[config.mk]
export PLATFORM = sky130hd
export DESIGN_NAME = bus_isolation_reset_wake_control
export DESIGN_NICKNAME = d
export VERILOG_FILES = /design/src/verilog/pm_wake_pkg.sv /design/src/verilog/bus_isolation_reset_wake_control.sv /design/src/verilog/pin_sync.sv
export SDC_FILE = /design/constraint.sdc
export NUM_CORES = 1
export LEC_CHECK = 0
export ABC_AREA = 0
export BUFFER_PORTS_ARGS = -buffer_cell sky130_fd_sc_hd__buf_4
export CAP_MARGIN = 20
export CORE_MARGIN = 2
export CORE_UTILIZATION = 50
export CTS_CLUSTER_DIAMETER = 120
export DETAILED_ROUTE_END_ITERATION = 6
export PLACE_DENSITY = 0.77
export SYNTH_ARGS = -nofsm -noshare
export SYNTH_HDL_FRONTEND = slang
export SYNTH_SLANG_ARGS = --single-unit
[constraint.sdc]
create_clock -name clock -period 2.2 [get_ports clock]
set_clock_uncertainty 0.05 [all_clocks]
set_input_delay 0 -clock clock [delete_from_list [all_inputs] [get_ports clock]]
set_output_delay 0 -clock clock [all_outputs]
set_load 0.01 [all_outputs]
[src/verilog/pm_wake_pkg.sv]
// Shared types and constants for the bus isolation, reset and wake control block.
package pm_wake_pkg;

    // Device power states, one-hot.
    typedef enum logic [4:0] {
        PS_D0U = 5'h01,
        PS_D0A = 5'h02,
        PS_D1 = 5'h04,
        PS_D2 = 5'h08,
        PS_D3 = 5'h10
    } pstate_t;

    // Power state request codes as software writes them in the control/status register.
    localparam logic [1:0] PS_REQ_D0 = 2'h0;
    localparam logic [1:0] PS_REQ_D1 = 2'h1;
    localparam logic [1:0] PS_REQ_D2 = 2'h2;
    localparam logic [1:0] PS_REQ_D3 = 2'h3;

    // Width of the window the packet matcher looks into, and the top bit of its index.
    localparam int MATCH_BYTES = 128;
    localparam int MATCH_IDX_W = 7;

    // Initialization pulse length.
    localparam int INIT_PULSE_NS = 8;
    localparam int CLK_PERIOD_NS = 4;
    localparam int INIT_PULSE_CYC = (INIT_PULSE_NS + CLK_PERIOD_NS - 1) / CLK_PERIOD_NS;

    // Reset values.
    localparam logic RST_WAKE_EN = 1'b0;
    localparam logic RST_PME_STATUS = 1'b0;

    // Status of the link and power features for the rest of the device.
    typedef struct packed {
        logic cfg_only;
        logic full_func;
        logic link_keep;
        logic link_watch;
        logic match_en;
    } feature_t;

    // Host power management controls.
    typedef struct packed {
        logic wr;
        logic [1:0] state;
        logic wake_en;
        logic status_clr;
    } pm_ctrl_t;

endpackage
[src/verilog/bus_isolation_reset_wake_control.sv]
// Bus isolation, internal initialization, power state features and wake signalling.
//
// Overview of operation
// RL1 - While isolate is low, ignore bus inputs and float bus outputs except wake.
// RL2 - Isolate rising, bus returning to full power, produces an initialization pulse.
// RL3 - Host ties isolate to bus reset, low whenever bus power is off.
// RL4 - Active bus reset in D0, D1 or D2 raises initialization.
// RL5 - In D3 only the rising edge of bus reset raises initialization.
// RL6 - Bus reset rising edge marks the bus returning to full power.
// RL7 - Initialization clears configuration, MAC setup and memory structure state.
// RL8 - With wake enabled, bus reset keeps power registers and wake pattern.
// RL9 - In active D0, full operation; wake on any link change.
// RL10 - D1 link valid: config access only, wake on match or link loss.
// RL11 - D2 and D3 with power behave like D1 while link valid.
// RL12 - D2, D3 with link invalid: only watch for link, no integrity.
// RL13 - Wake events only while wake enable is set.
// RL14 - Pattern matcher covers the first 128 bytes of a frame.
// RL15 - Link change is reported in every power state.
// RL16 - Wake output is gated by wake enable and MAC configure setting.
// RL17 - First base address write moves uninitialized D0 to active D0.
// RL18 - A wake event in low power asserts the wake output.
// RL19 - Isolate and bus reset are synchronised; each edge gives one pulse.
`timescale 1ns/1ns
module bus_isolation_reset_wake_control
(
    // Clock and power-on reset
    input wire logic clock,
    input wire logic sys_rst,
    // Bus pins, active low
    input wire logic bus_rst_n,
    input wire logic isolate_n,
    // Host power management and configuration events
    input wire pm_wake_pkg::pm_ctrl_t pm_ctrl,
    input wire logic bar_write,
    input wire logic cfg_access,
    input wire logic mem_access,
    // MAC configure command setting for wake output
    input wire logic mac_cfg_wr,
    input wire logic mac_cfg_wake,
    // Link and packet matcher
    input wire logic link_valid,
    input wire logic pattern_hit,
    input wire logic [pm_wake_pkg::MATCH_IDX_W:0] match_byte_idx,
    // Outputs
    output logic init_pulse,
    output logic bus_out_en_n,
    output logic pme_n_o,
    output logic pme_n_oe_n,
    output logic access_grant,
    output pm_wake_pkg::feature_t features,
    output logic [1:0] pm_state_code,
    output logic wake_en_out,
    output logic pme_status_out
);
    // ------------------------------------------------------------
    // Pin synchronisers
    // ------------------------------------------------------------
    logic rst_lvl, rst_rise, iso_lvl, iso_rise;

    pin_sync u_rst_sync
    (
        .clock(clock),
        .sys_rst(sys_rst),
        .pin(bus_rst_n),
        .level(rst_lvl),
        .rise(rst_rise),
        .fall()
    ); // [RL19]

    pin_sync u_iso_sync
    (
        .clock(clock),
        .sys_rst(sys_rst),
        .pin(isolate_n),
        .level(iso_lvl),
        .rise(iso_rise),
        .fall()
    ); // [RL19]

    // ------------------------------------------------------------
    // Power state and control
    // ------------------------------------------------------------
    pm_wake_pkg::pstate_t ps_q, ps_d;
    logic wake_en_q, wake_en_d, mac_wake_q, mac_wake_d;
    logic pme_st_q, pme_st_d, link_q, link_d;
    logic [1:0] init_cnt_q, init_cnt_d;
    logic iso_act, rst_act, init_req, wake_ev, link_chg, low_pwr, hit_ok;
    logic bus_in_ok;

    assign iso_act = ~iso_lvl;
    assign rst_act = ~rst_lvl;
    assign bus_in_ok = ~iso_act; // [RL1]
    assign low_pwr = (ps_q != pm_wake_pkg::PS_D0U) && (ps_q != pm_wake_pkg::PS_D0A);
    assign link_chg = link_valid != link_q; // [RL15]
    assign hit_ok = pattern_hit && (match_byte_idx < 8'(pm_wake_pkg::MATCH_BYTES)); // [RL14]

    always_comb
    begin
        // Bus reset held in D0..D2, its trailing edge in D3, and isolate rising.
        init_req = iso_rise; // [RL2]
        if (bus_in_ok)
        begin
            if (ps_q == pm_wake_pkg::PS_D3)
            begin
                init_req = init_req | rst_rise; // [RL5] [RL6]
            end
            else
            begin
                init_req = init_req | rst_act; // [RL4]
            end
        end
    end

    always_comb
    begin
        wake_ev = 1'b0;
        case (ps_q)
            pm_wake_pkg::PS_D0U, pm_wake_pkg::PS_D0A: wake_ev = link_chg; // [RL9] [RL15]
            pm_wake_pkg::PS_D1: wake_ev = link_q ? (hit_ok | ~link_valid) : link_valid; // [RL10]
            pm_wake_pkg::PS_D2, pm_wake_pkg::PS_D3:
                wake_ev = link_q ? (hit_ok | ~link_valid) : link_valid; // [RL11] [RL12]
            default: wake_ev = 1'b0;
        endcase
        wake_ev = wake_ev & wake_en_q; // [RL13]
    end

    always_comb
    begin
        ps_d = ps_q;
        wake_en_d = wake_en_q;
        mac_wake_d = mac_wake_q;
        pme_st_d = pme_st_q;
        link_d = link_valid;
        init_cnt_d = (init_cnt_q != 2'h0) ? init_cnt_q - 2'h1 : 2'h0;
        if (init_req)
        begin
            init_cnt_d = 2'(pm_wake_pkg::INIT_PULSE_CYC);
            ps_d = pm_wake_pkg::PS_D0U; // [RL7]
            mac_wake_d = 1'b0;
            if (!wake_en_q)
            begin
                pme_st_d = pm_wake_pkg::RST_PME_STATUS; // [RL8]
            end
        end
        else if (bus_in_ok)
        begin
            if (bar_write && ps_q == pm_wake_pkg::PS_D0U)
            begin
                ps_d = pm_wake_pkg::PS_D0A; // [RL17]
            end
            if (pm_ctrl.wr)
            begin
                wake_en_d = pm_ctrl.wake_en;
                if (pm_ctrl.status_clr)
                begin
                    pme_st_d = 1'b0;
                end
                case (pm_ctrl.state)
                    pm_wake_pkg::PS_REQ_D0:
                        if (low_pwr) ps_d = pm_wake_pkg::PS_D0A;
                    pm_wake_pkg::PS_REQ_D1: ps_d = pm_wake_pkg::PS_D1;
                    pm_wake_pkg::PS_REQ_D2: ps_d = pm_wake_pkg::PS_D2;
                    pm_wake_pkg::PS_REQ_D3: ps_d = pm_wake_pkg::PS_D3;
                    default: ps_d = ps_q;
                endcase
            end
            if (mac_cfg_wr)
            begin
                mac_wake_d = mac_cfg_wake;
            end
        end
        if (wake_ev)
        begin
            pme_st_d = 1'b1; // set wins over clear
        end
    end

    always_ff @(posedge clock)
    begin
        if (sys_rst)
        begin
            ps_q <= pm_wake_pkg::PS_D0U;
            wake_en_q <= pm_wake_pkg::RST_WAKE_EN;
            mac_wake_q <= 1'b0;
            pme_st_q <= pm_wake_pkg::RST_PME_STATUS;
            link_q <= 1'b0;
            init_cnt_q <= 2'h0;
        end
        else
        begin
            ps_q <= ps_d;
            wake_en_q <= wake_en_d;
            mac_wake_q <= mac_wake_d;
            pme_st_q <= pme_st_d;
            link_q <= link_d;
            init_cnt_q <= init_cnt_d;
        end
    end

    // ------------------------------------------------------------
    // Registered outputs
    // ------------------------------------------------------------
    pm_wake_pkg::feature_t feat_d;
    logic grant_d, pme_n_d;

    always_comb
    begin
        feat_d = '0;
        feat_d.full_func = (ps_d == pm_wake_pkg::PS_D0A);
        feat_d.cfg_only = (ps_d == pm_wake_pkg::PS_D1) || (ps_d == pm_wake_pkg::PS_D2)
            || (ps_d == pm_wake_pkg::PS_D3);
        feat_d.link_keep = feat_d.full_func || (ps_d == pm_wake_pkg::PS_D1)
            || ((ps_d == pm_wake_pkg::PS_D2) && link_valid)
            || ((ps_d == pm_wake_pkg::PS_D3) && link_valid && wake_en_d); // [RL11] [RL12]
        feat_d.link_watch = feat_d.cfg_only && wake_en_d;
        feat_d.match_en = feat_d.cfg_only && link_valid && wake_en_d; // [RL14]
        grant_d = bus_in_ok && (cfg_access || (mem_access && !feat_d.cfg_only)); // [RL10]
        pme_n_d = ~(pme_st_d & wake_en_d & mac_wake_d); // [RL16] [RL18]
    end

    always_ff @(posedge clock)
    begin
        if (sys_rst)
        begin
            init_pulse <= 1'b1;
            bus_out_en_n <= 1'b1;
            pme_n_o <= 1'b1;
            pme_n_oe_n <= 1'b1;
            access_grant <= 1'b0;
            features <= '0;
            pm_state_code <= pm_wake_pkg::PS_REQ_D0;
            wake_en_out <= pm_wake_pkg::RST_WAKE_EN;
            pme_status_out <= pm_wake_pkg::RST_PME_STATUS;
        end
        else
        begin
            init_pulse <= (init_cnt_d != 2'h0); // [RL7]
            bus_out_en_n <= iso_act; // [RL1]
            pme_n_o <= 1'b0;
            pme_n_oe_n <= pme_n_d; // open drain stays active while isolated
            access_grant <= grant_d;
            features <= feat_d;
            pm_state_code <= (ps_d == pm_wake_pkg::PS_D1) ? pm_wake_pkg::PS_REQ_D1 :
                (ps_d == pm_wake_pkg::PS_D2) ? pm_wake_pkg::PS_REQ_D2 :
                (ps_d == pm_wake_pkg::PS_D3) ? pm_wake_pkg::PS_REQ_D3 : pm_wake_pkg::PS_REQ_D0;
            wake_en_out <= wake_en_d;
            pme_status_out <= pme_st_d;
        end
    end

    // ------------------------------------------------------------
    // Assertions
    // ------------------------------------------------------------
    property p_iso_float;
        @(posedge clock) disable iff (sys_rst) iso_act |=> bus_out_en_n;
    endproperty
    a_iso_float: assert property (p_iso_float) else $error("bus outputs not floated"); // [RL1]

    property p_iso_init;
        @(posedge clock) disable iff (sys_rst) iso_rise |=> init_pulse [*2];
    endproperty
    a_iso_init: assert property (p_iso_init) else $error("no init after isolate"); // [RL2]

    property p_rst_d0;
        @(posedge clock) disable iff (sys_rst)
            (rst_act && bus_in_ok && ps_q != pm_wake_pkg::PS_D3) |=> init_pulse;
    endproperty
    a_rst_d0: assert property (p_rst_d0) else $error("no init on bus reset"); // [RL4]

    property p_d3_level;
        @(posedge clock) disable iff (sys_rst)
            (ps_q == pm_wake_pkg::PS_D3 && !rst_rise && !iso_rise && init_cnt_q == 2'h0)
            |=> !init_pulse;
    endproperty
    a_d3_level: assert property (p_d3_level) else $error("init during D3 reset level"); // [RL5]

    property p_init_clear;
        @(posedge clock) disable iff (sys_rst) init_req |=> ps_q == pm_wake_pkg::PS_D0U;
    endproperty
    a_init_clear: assert property (p_init_clear) else $error("state not cleared"); // [RL7]

    property p_keep_pme;
        @(posedge clock) disable iff (sys_rst)
            (init_req && wake_en_q && pme_st_q) |=> pme_st_q && wake_en_q;
    endproperty
    a_keep_pme: assert property (p_keep_pme) else $error("pm state lost"); // [RL8]

    property p_no_wake;
        @(posedge clock) disable iff (sys_rst) (!wake_en_q && !pme_st_q) |=> !pme_st_q;
    endproperty
    a_no_wake: assert property (p_no_wake) else $error("wake without enable"); // [RL13]

    property p_pme_gate;
        @(posedge clock) disable iff (sys_rst) !pme_n_oe_n |-> wake_en_out && pme_status_out;
    endproperty
    a_pme_gate: assert property (p_pme_gate) else $error("wake output ungated"); // [RL16]

    property p_bar;
        @(posedge clock) disable iff (sys_rst)
            (bar_write && bus_in_ok && !init_req && !pm_ctrl.wr && ps_q == pm_wake_pkg::PS_D0U)
            |=> ps_q == pm_wake_pkg::PS_D0A;
    endproperty
    a_bar: assert property (p_bar) else $error("no move to active D0"); // [RL17]
endmodule // bus_isolation_reset_wake_control

[src/verilog/pin_sync.sv]
// Three-stage pin synchroniser with agreement filter and edge detection.
`timescale 1ns/1ns
module pin_sync
(
    // Clock and reset
    input wire logic clock,
    input wire logic sys_rst,
    // Pin and filtered result
    input wire logic pin,
    output logic level,
    output logic rise,
    output logic fall
);
    logic s1_q, s2_q, s3_q, lvl_q;
    logic lvl_d;

    always_comb
    begin
        lvl_d = (s2_q == s3_q) ? s2_q : lvl_q;
    end

    always_ff @(posedge clock)
    begin
        if (sys_rst)
        begin
            s1_q <= 1'b1;
            s2_q <= 1'b1;
            s3_q <= 1'b1;
            lvl_q <= 1'b1;
        end
        else
        begin
            s1_q <= pin;
            s2_q <= s1_q;
            s3_q <= s2_q;
            lvl_q <= lvl_d;
        end
    end

    assign level = lvl_q;
    assign rise = lvl_d & ~lvl_q;
    assign fall = ~lvl_d & lvl_q;
endmodule // pin_sync

# [After elaboration in Yosys (flattened, before gate mapping)]
# Cells that the tools add are included.
[classes] reduce_logical=24 add_sub_neg=1 n_eq_ne=17 bitwise=12 magnitude_cmp=1 n_mux=30
[ops] op="$mux 5" n=5
[ops] op="$pmux 5 s4" n=1
[ops] op="$mux 1" n=19
[ops] op="$logic_and 1x1->1" n=11
[ops] op="$eq 5x2->1 const B" n=2
[ops] op="$eq 5x3->1 const B" n=2
[ops] op="$eq 5x4->1 const B" n=2
[ops] op="$eq 5x5->1 const B" n=2
[ops] op="$lt 8x8->1 const B" n=1
[ops] op="$mux 2" n=4
[ops] op="$logic_or 1x1->1" n=6
[ops] op="$and 1x1->1" n=5
[ops] op="$eq 5x1->1 const B" n=1
[ops] op="$ne 5x1->1 const B" n=1
[ops] op="$ne 5x2->1 const B" n=1
[ops] op="$eq 2x2->1 const B" n=2
[ops] op="$not 1->1" n=4
[ops] op="$reduce_bool 2->1" n=2
[ops] op="$reduce_or 2->1" n=2
[ops] op="$or 1x1->1" n=3
[ops] op="$reduce_or 3->1" n=1
[ops] op="$eq 1x1->1" n=2
[ops] op="$eq 2x1->1 const B" n=1
[ops] op="$logic_not 2->1" n=1
[ops] op="other kinds (4)" n=4
[totals] output_inout_bits=14 ff_bits=31 wordCells=111 inputBits=24

# [Logic depth before layout (Yosys ltp)]
[depth] ltp_word=15 ltp_mapped=7

# [Modules after synthesis]
# From an unflattened synthesis, not the netlist that was laid out.
[hier_totals] hier_cells=143 area_unflattened_um2=1323.8
[by_module_without_submodules] module="bus_isolation_reset_wake_control" seq_area_each_um2=460.4 instances=1 area_each_um2=1063.5 cells_per_inst=117
[by_module_without_submodules] module="pin_sync" seq_area_each_um2=80.1 instances=2 area_each_um2=130.1 cells_per_inst=13

# [Worst setup path before layout]
# Ideal clock, no wire load.
[synth_path] kind="register to register" start="register ps_q[2]" end="register pme_n_oe_n" stages_incl_launch_ff=7 t_required_ns=2.026 slack_ns=0.622 period_less_slack_ns=1.578 arrival_ns=1.403 cell_sequence="dfxtp_1 > buf_6 > nor4bb_1 > a221o_2 > nand2b_1 > buf_4 > a2111o_1"
[synth_between] elab_chain_len=8 elab_cells_between_ends=18 classes_between="eq/ne: 5; mux: 7; bitwise: 4; reduce/logical: 2"
[synth_rtl] element="start, declared" line="bus_isolation_reset_wake_control.sv:83" source="pm_wake_pkg::pstate_t ps_q, ps_d;"
[synth_rtl] element="start signal, assigned" line="bus_isolation_reset_wake_control.sv:182" source="ps_q <= pm_wake_pkg::PS_D0U;"
[synth_rtl] element="start signal, assigned" line="bus_isolation_reset_wake_control.sv:191" source="ps_q <= ps_d;"
[synth_rtl] element="$eq 5x5->1 (tied with other cells)" line="bus_isolation_reset_wake_control.sv:103, bus_isolation_reset_wake_control.sv:117"
[synth_rtl] element="$reduce_or 3->1 (no source line) (tied with other cells)"
[synth_rtl] element="$pmux 1 s2 / $mux 1 (equally long branches)" line="bus_isolation_reset_wake_control.sv:117, bus_isolation_reset_wake_control.sv:101"
[synth_rtl] element="$and 1x1->1 / $mux 1 (equally long branches)" line="bus_isolation_reset_wake_control.sv:124, bus_isolation_reset_wake_control.sv:135"
[synth_rtl] element="$mux 1" line="bus_isolation_reset_wake_control.sv:172" source="if (wake_ev)"
[synth_rtl] element="$and 1x1->1" line="bus_isolation_reset_wake_control.sv:218" source="pme_n_d = ~(pme_st_d & wake_en_d & mac_wake_d);"
[synth_rtl] element="$and 1x1->1 (*)" line="bus_isolation_reset_wake_control.sv:218"
[synth_rtl] element="$not 1->1 (*)" line="bus_isolation_reset_wake_control.sv:218"
[synth_rtl] element="end signal, assigned" line="bus_isolation_reset_wake_control.sv:240" source="pme_n_oe_n <= pme_n_d;"
[synth_rtl] element="end, declared" line="bus_isolation_reset_wake_control.sv:48" source="output logic pme_n_oe_n,"
# Mark *: on every way between the ends. The rest lies on a longest branch, timed or not.
# A chain may end at the register's enable or synchronous reset.

# [Final worst setup path]
[layout_path] start="register ps_q[2]" end="register features[2] in the netlist's numbering"
[layout_between] elab_chain_len=12 elab_cells_between_ends=25 classes_between="eq/ne: 8; mux: 9; reduce/logical: 8"
[layout_rtl] element="$eq 5x1->1" line="bus_isolation_reset_wake_control.sv:147" source="if (bar_write && ps_q == pm_wake_pkg::PS_D0U)"
[layout_rtl] element="$logic_and 1x1->1" line="bus_isolation_reset_wake_control.sv:147"
[layout_rtl] element="$mux 5" line="bus_isolation_reset_wake_control.sv:147"
[layout_rtl] element="$mux 5" line="bus_isolation_reset_wake_control.sv:160" source="if (low_pwr) ps_d = pm_wake_pkg::PS_D0A;"
[layout_rtl] element="$pmux 5 s4" line="bus_isolation_reset_wake_control.sv:158" source="case (pm_ctrl.state)"
[layout_rtl] element="$mux 5" line="bus_isolation_reset_wake_control.sv:151" source="if (pm_ctrl.wr)"
[layout_rtl] element="$mux 5" line="bus_isolation_reset_wake_control.sv:145" source="else if (bus_in_ok)"
[layout_rtl] element="$mux 5" line="bus_isolation_reset_wake_control.sv:135" source="if (init_req)"
[layout_rtl] element="$eq 5x2->1 (tied with other cells)" line="bus_isolation_reset_wake_control.sv:209" source="feat_d.full_func = (ps_d == pm_wake_pkg::PS_D0A);"
[layout_rtl] element="$logic_or 1x1->1 (tied with other cells)" line="bus_isolation_reset_wake_control.sv:212" source="feat_d.link_keep = feat_d.full_func || (ps_d == pm_wake_pkg::PS_D1)"
[layout_rtl] element="$logic_or 1x1->1 / $logic_and 1x1->1 (equally long branches)" line="bus_isolation_reset_wake_control.sv:213, bus_isolation_reset_wake_control.sv:214"
[layout_rtl] element="$logic_or 1x1->1 (*)" line="bus_isolation_reset_wake_control.sv:214" source="|| ((ps_d == pm_wake_pkg::PS_D3) && link_valid && wake_en_d);"
[layout_rtl] element="end signal, assigned" line="bus_isolation_reset_wake_control.sv:242" source="features <= feat_d;"
[layout_rtl] element="end, declared" line="bus_isolation_reset_wake_control.sv:50" source="output pm_wake_pkg::feature_t features,"
# Marks and branches as above.

==> out/qor.csv <==
stage;metric;value;unit
yosys;syn_nets;164;
finish;fill_cells;206;
global_routing;grt_antenna_before_repair;0;
sta;setup_tns;0;ns
route;vias;1203;
yosys;synth_cells;140;
route;route.detailed.drc;0;
cts;cts_tree;built;
cts;path_clk_slew;0.09;ns
power;ir_worst_vdd;564;uV
yosys;synthTopCellsByArea;dfxtp_1 (46%), a21oi_1 (4.5%), nor2_1 (4.5%);
worst_setup_path;start_kind;register;
yosys;synth_top_family_by_area;simple AND/OR/NAND/NOR gates;
worst_setup_path;r2r_end;features[2];
yosys;synthAdderAreaFrac;0;%
worst_setup_path;end_kind;register;
sta;period_needed;1.89;ns
sta;setup_viol;0;
cts;clkLatencyLatePin;0.31;ns
global_routing;grt_pass1_vias;1095;
yosys;synth_flop_cell;dfxtp_1;
global_routing;track_usage;18.9;%
yosys;yosysSeqAreaShare;46.4;%
cts;clock_sinks;31;
finish;antennaDiodeCount;0;
yosys;synthDominantCellAreaShare;46.4;%
yosys;async_reset_ff_share;0;%
placed_design;portBuffers;30;
die;rows;18;
worst_setup_path;cp.arrival;2.05;ns
die;core_area;2500;um^2
route;via_per_inst;5.54;
die;start_util;53.5;%
yosys;synth_area_per_cell;9.54;um^2
worst_setup_path;worstSetupStartpoint;ps_q[2];
placed_design;dpl.hpwl;1.97;mm
yosys;synth_compound_area_share;20.2;%
yosys;yosysUniqueCellTypes;52;
job;maxCapViolCount;0;
status;outcome;finished, final reports clean;
finish;nets;210;
worst_hold_path;hp-class;in -> reg;
sta;fmax;529;MHz
yosys;yosysTopAreaCell;dfxtp_1;
sta;hold_viol_final;0;
yosys;synth_mux_area_share;1.59;%
finish;final-seq-area;621;um^2
route;routedWlPerCell;13.3;um
worst_setup_path;worstRegToRegCells;5;
yosys;yosys-top-cells-count;dfxtp_1 (31), nor2_1 (16), a21oi_1 (12);
sta;period_share;85.9;%
route;drt_wl_total;2.89;mm
worst_setup_path;criticalPathCategory;reg -> reg;
worst_setup_path;crit_required;2.36;ns
finish;stdcell_count;217;
worst_setup_path;cp_max_fo;10;
yosys;synth.ff_latch_count;31;
route;detail-route-antenna-nets;0;
global_routing;grt_max_degree;18;
worst_setup_path;endpoint;features[2];
route;drt_first_pass_iters;4;
global_routing;grt.overflow.total;0;
die;chipWidth;55.7;um
yosys;yosys.area_share.simple;25.2;%
power;powerDensity;658;nW/um^2
finish;multi_input_area;654;um^2
worst_setup_path;r2r_start;ps_q[2];
cts;cts_buffer_depth;2;
cts;clockRootBuffer;clkbuf_4;
route;drt_iter0_markers;23;
die;ios;38;
sta;slew_headroom;71.3;%
cts;cts_buffers;5;
finish;syn_to_final_growth;31.9;%
power;static-leakage-power;0.752;nW
yosys;synth_xor_area_share;1.97;%
yosys;synth.most_common_cell;dfxtp_1;
yosys;netlist_area;1340;um^2
worst_setup_path;reg2reg_slack;0.31;ns
placed_design;dp_cells;196;
cts;htreeDepth;2;
yosys;yosys_warnings;0;
finish;drive_gt1_share;29.9;%
global_routing;grt_first_pass_wirelength;4.68;mm
placed_design;gp_congestion;0.828;
sta;drv_slew;0;
sta;worst_pin_slew;0.428;ns
sta;rsz0062_at_grt;false;
die;die_h;55.7;um
cts;postCtsSetupRepairBufs;0;
yosys;synth-edff-count;0;
die;fp.dieArea;3100;um^2
==> kinds of logic after synthesis <==
group / after synthesis
buffers and inverters: 8
AND/OR/NAND/NOR: 58
flip-flops: 31
multiplexers: 2
XOR/XNOR: 3
AO/OA/AOI/OAI: 38
==> flip-flops by register name, indices dropped and copies added, names as in the netlist <==
register,flops
ps_q,5
pme_n_oe_n,1
init_cnt_q,2
bus_out_en_n,1
u_rst_sync.level,1
access_grant,1
u_iso_sync.level,1
link_q,1
u_rst_sync.s1_q,1
u_iso_sync.s2_q,1
pm_state_code,2
u_iso_sync.s1_q,1
wake_en_out,1
features,5
init_pulse,1
pme_n_o,1
u_rst_sync.s2_q,1
mac_wake_q,1
u_iso_sync.s3_q,1
pme_status_out,1
u_rst_sync.s3_q,1
==> timing repair <==
action,in CTS,in global routing
hold buffers,13,0
hold endpoints to repair,23,0
setup endpoints to repair,0,0
resized for setup,0,0
==> worst max-delay path, stage by stage, from the launching register on <==
cell and delay (ns):
dfxtp_1 0.55, nor4bb_1 0.11, a221o_2 0.43, nand2b_1 0.28, nor3_2 0.09, a32o_2 0.27
==> how the worst min path moves through the flow <==
stage          startpoint         endpoint  slack (ns)  cells after the start
3_3_place_gp    bus_rst_n  u_rst_sync.s1_q        0.14                      2
3_5_place_dp    isolate_n  u_iso_sync.s1_q        0.14                      2
5_1_grt         bar_write          ps_q[0]        0.05                      5
6_report       mac_cfg_wr       mac_wake_q        0.02                      4
4_1_cts        mac_cfg_wr       mac_wake_q       0.006                      4
2_1_floorplan     sys_rst          pme_n_o       -0.02                      0
==> report_power, final <==
part           switching, W  internal (W)
clock network      0.000177      0.000188
registers         0.0000183      0.000586
logic             0.0000860      0.000104
==> cell type report <==
| type | count | area share [%] |
|---|---|---|
| Multi-Input combinational cell | 101 | 37.1 |
| Sequential cell | 31 | 35.2 |
| Timing Repair Buffer | 46 | 21.4 |
| Clock buffer | 8 | 3.90 |
| Tap cell | 30 | 2.13 |
| Inverter | 1 | 0.213 |
==> placed cells by master, fill, tap and decap left out, types with 2 or more instances in the layout <==
cell,instances
buf_4,33
nand3b_1,2
or2_2,6
o211ai_1,3
o21ai_0,2
nor3b_1,2
nor2_1,16
nor3_1,4
nand2_1,7
a211oi_1,2
clkbuf_8,2
o21ai_1,2
nand2b_1,4
clkbuf_4,5
and2_4,2
dlygate4sd3_1,13
o21bai_1,2
xor2_1,2
nor2b_1,2
a21oi_1,12
nand3_1,3
dfxtp_1,31
==> through the flow <==
step           setup slack [ns]  total power (W)  util [%]  hold slack [ns]  area [um^2]
4_1_cts                   0.334          0.00117      70.5          0.00587         1760
5_1_grt                   0.134          0.00122      70.5           0.0497         1760
3_5_place_dp              0.349         0.000788      62.6            0.141         1560
2_1_floorplan             0.622         0.000723         -          -0.0223         1340
6_report                  0.311          0.00116      70.5           0.0168         1760
3_3_place_gp              0.354         0.000784      62.6            0.138         1560
==> routing by layer <==
layer	vias to the layer above	global-route usage [%]	part of all wire, %
met2	41	31.1	47
met3	2	6.98	6.0
li1	595	-	-
met1	565	22.9	46
met4	0	6.27	0.66
met5	-	0	0
Power figures use the tool's default switching activity.
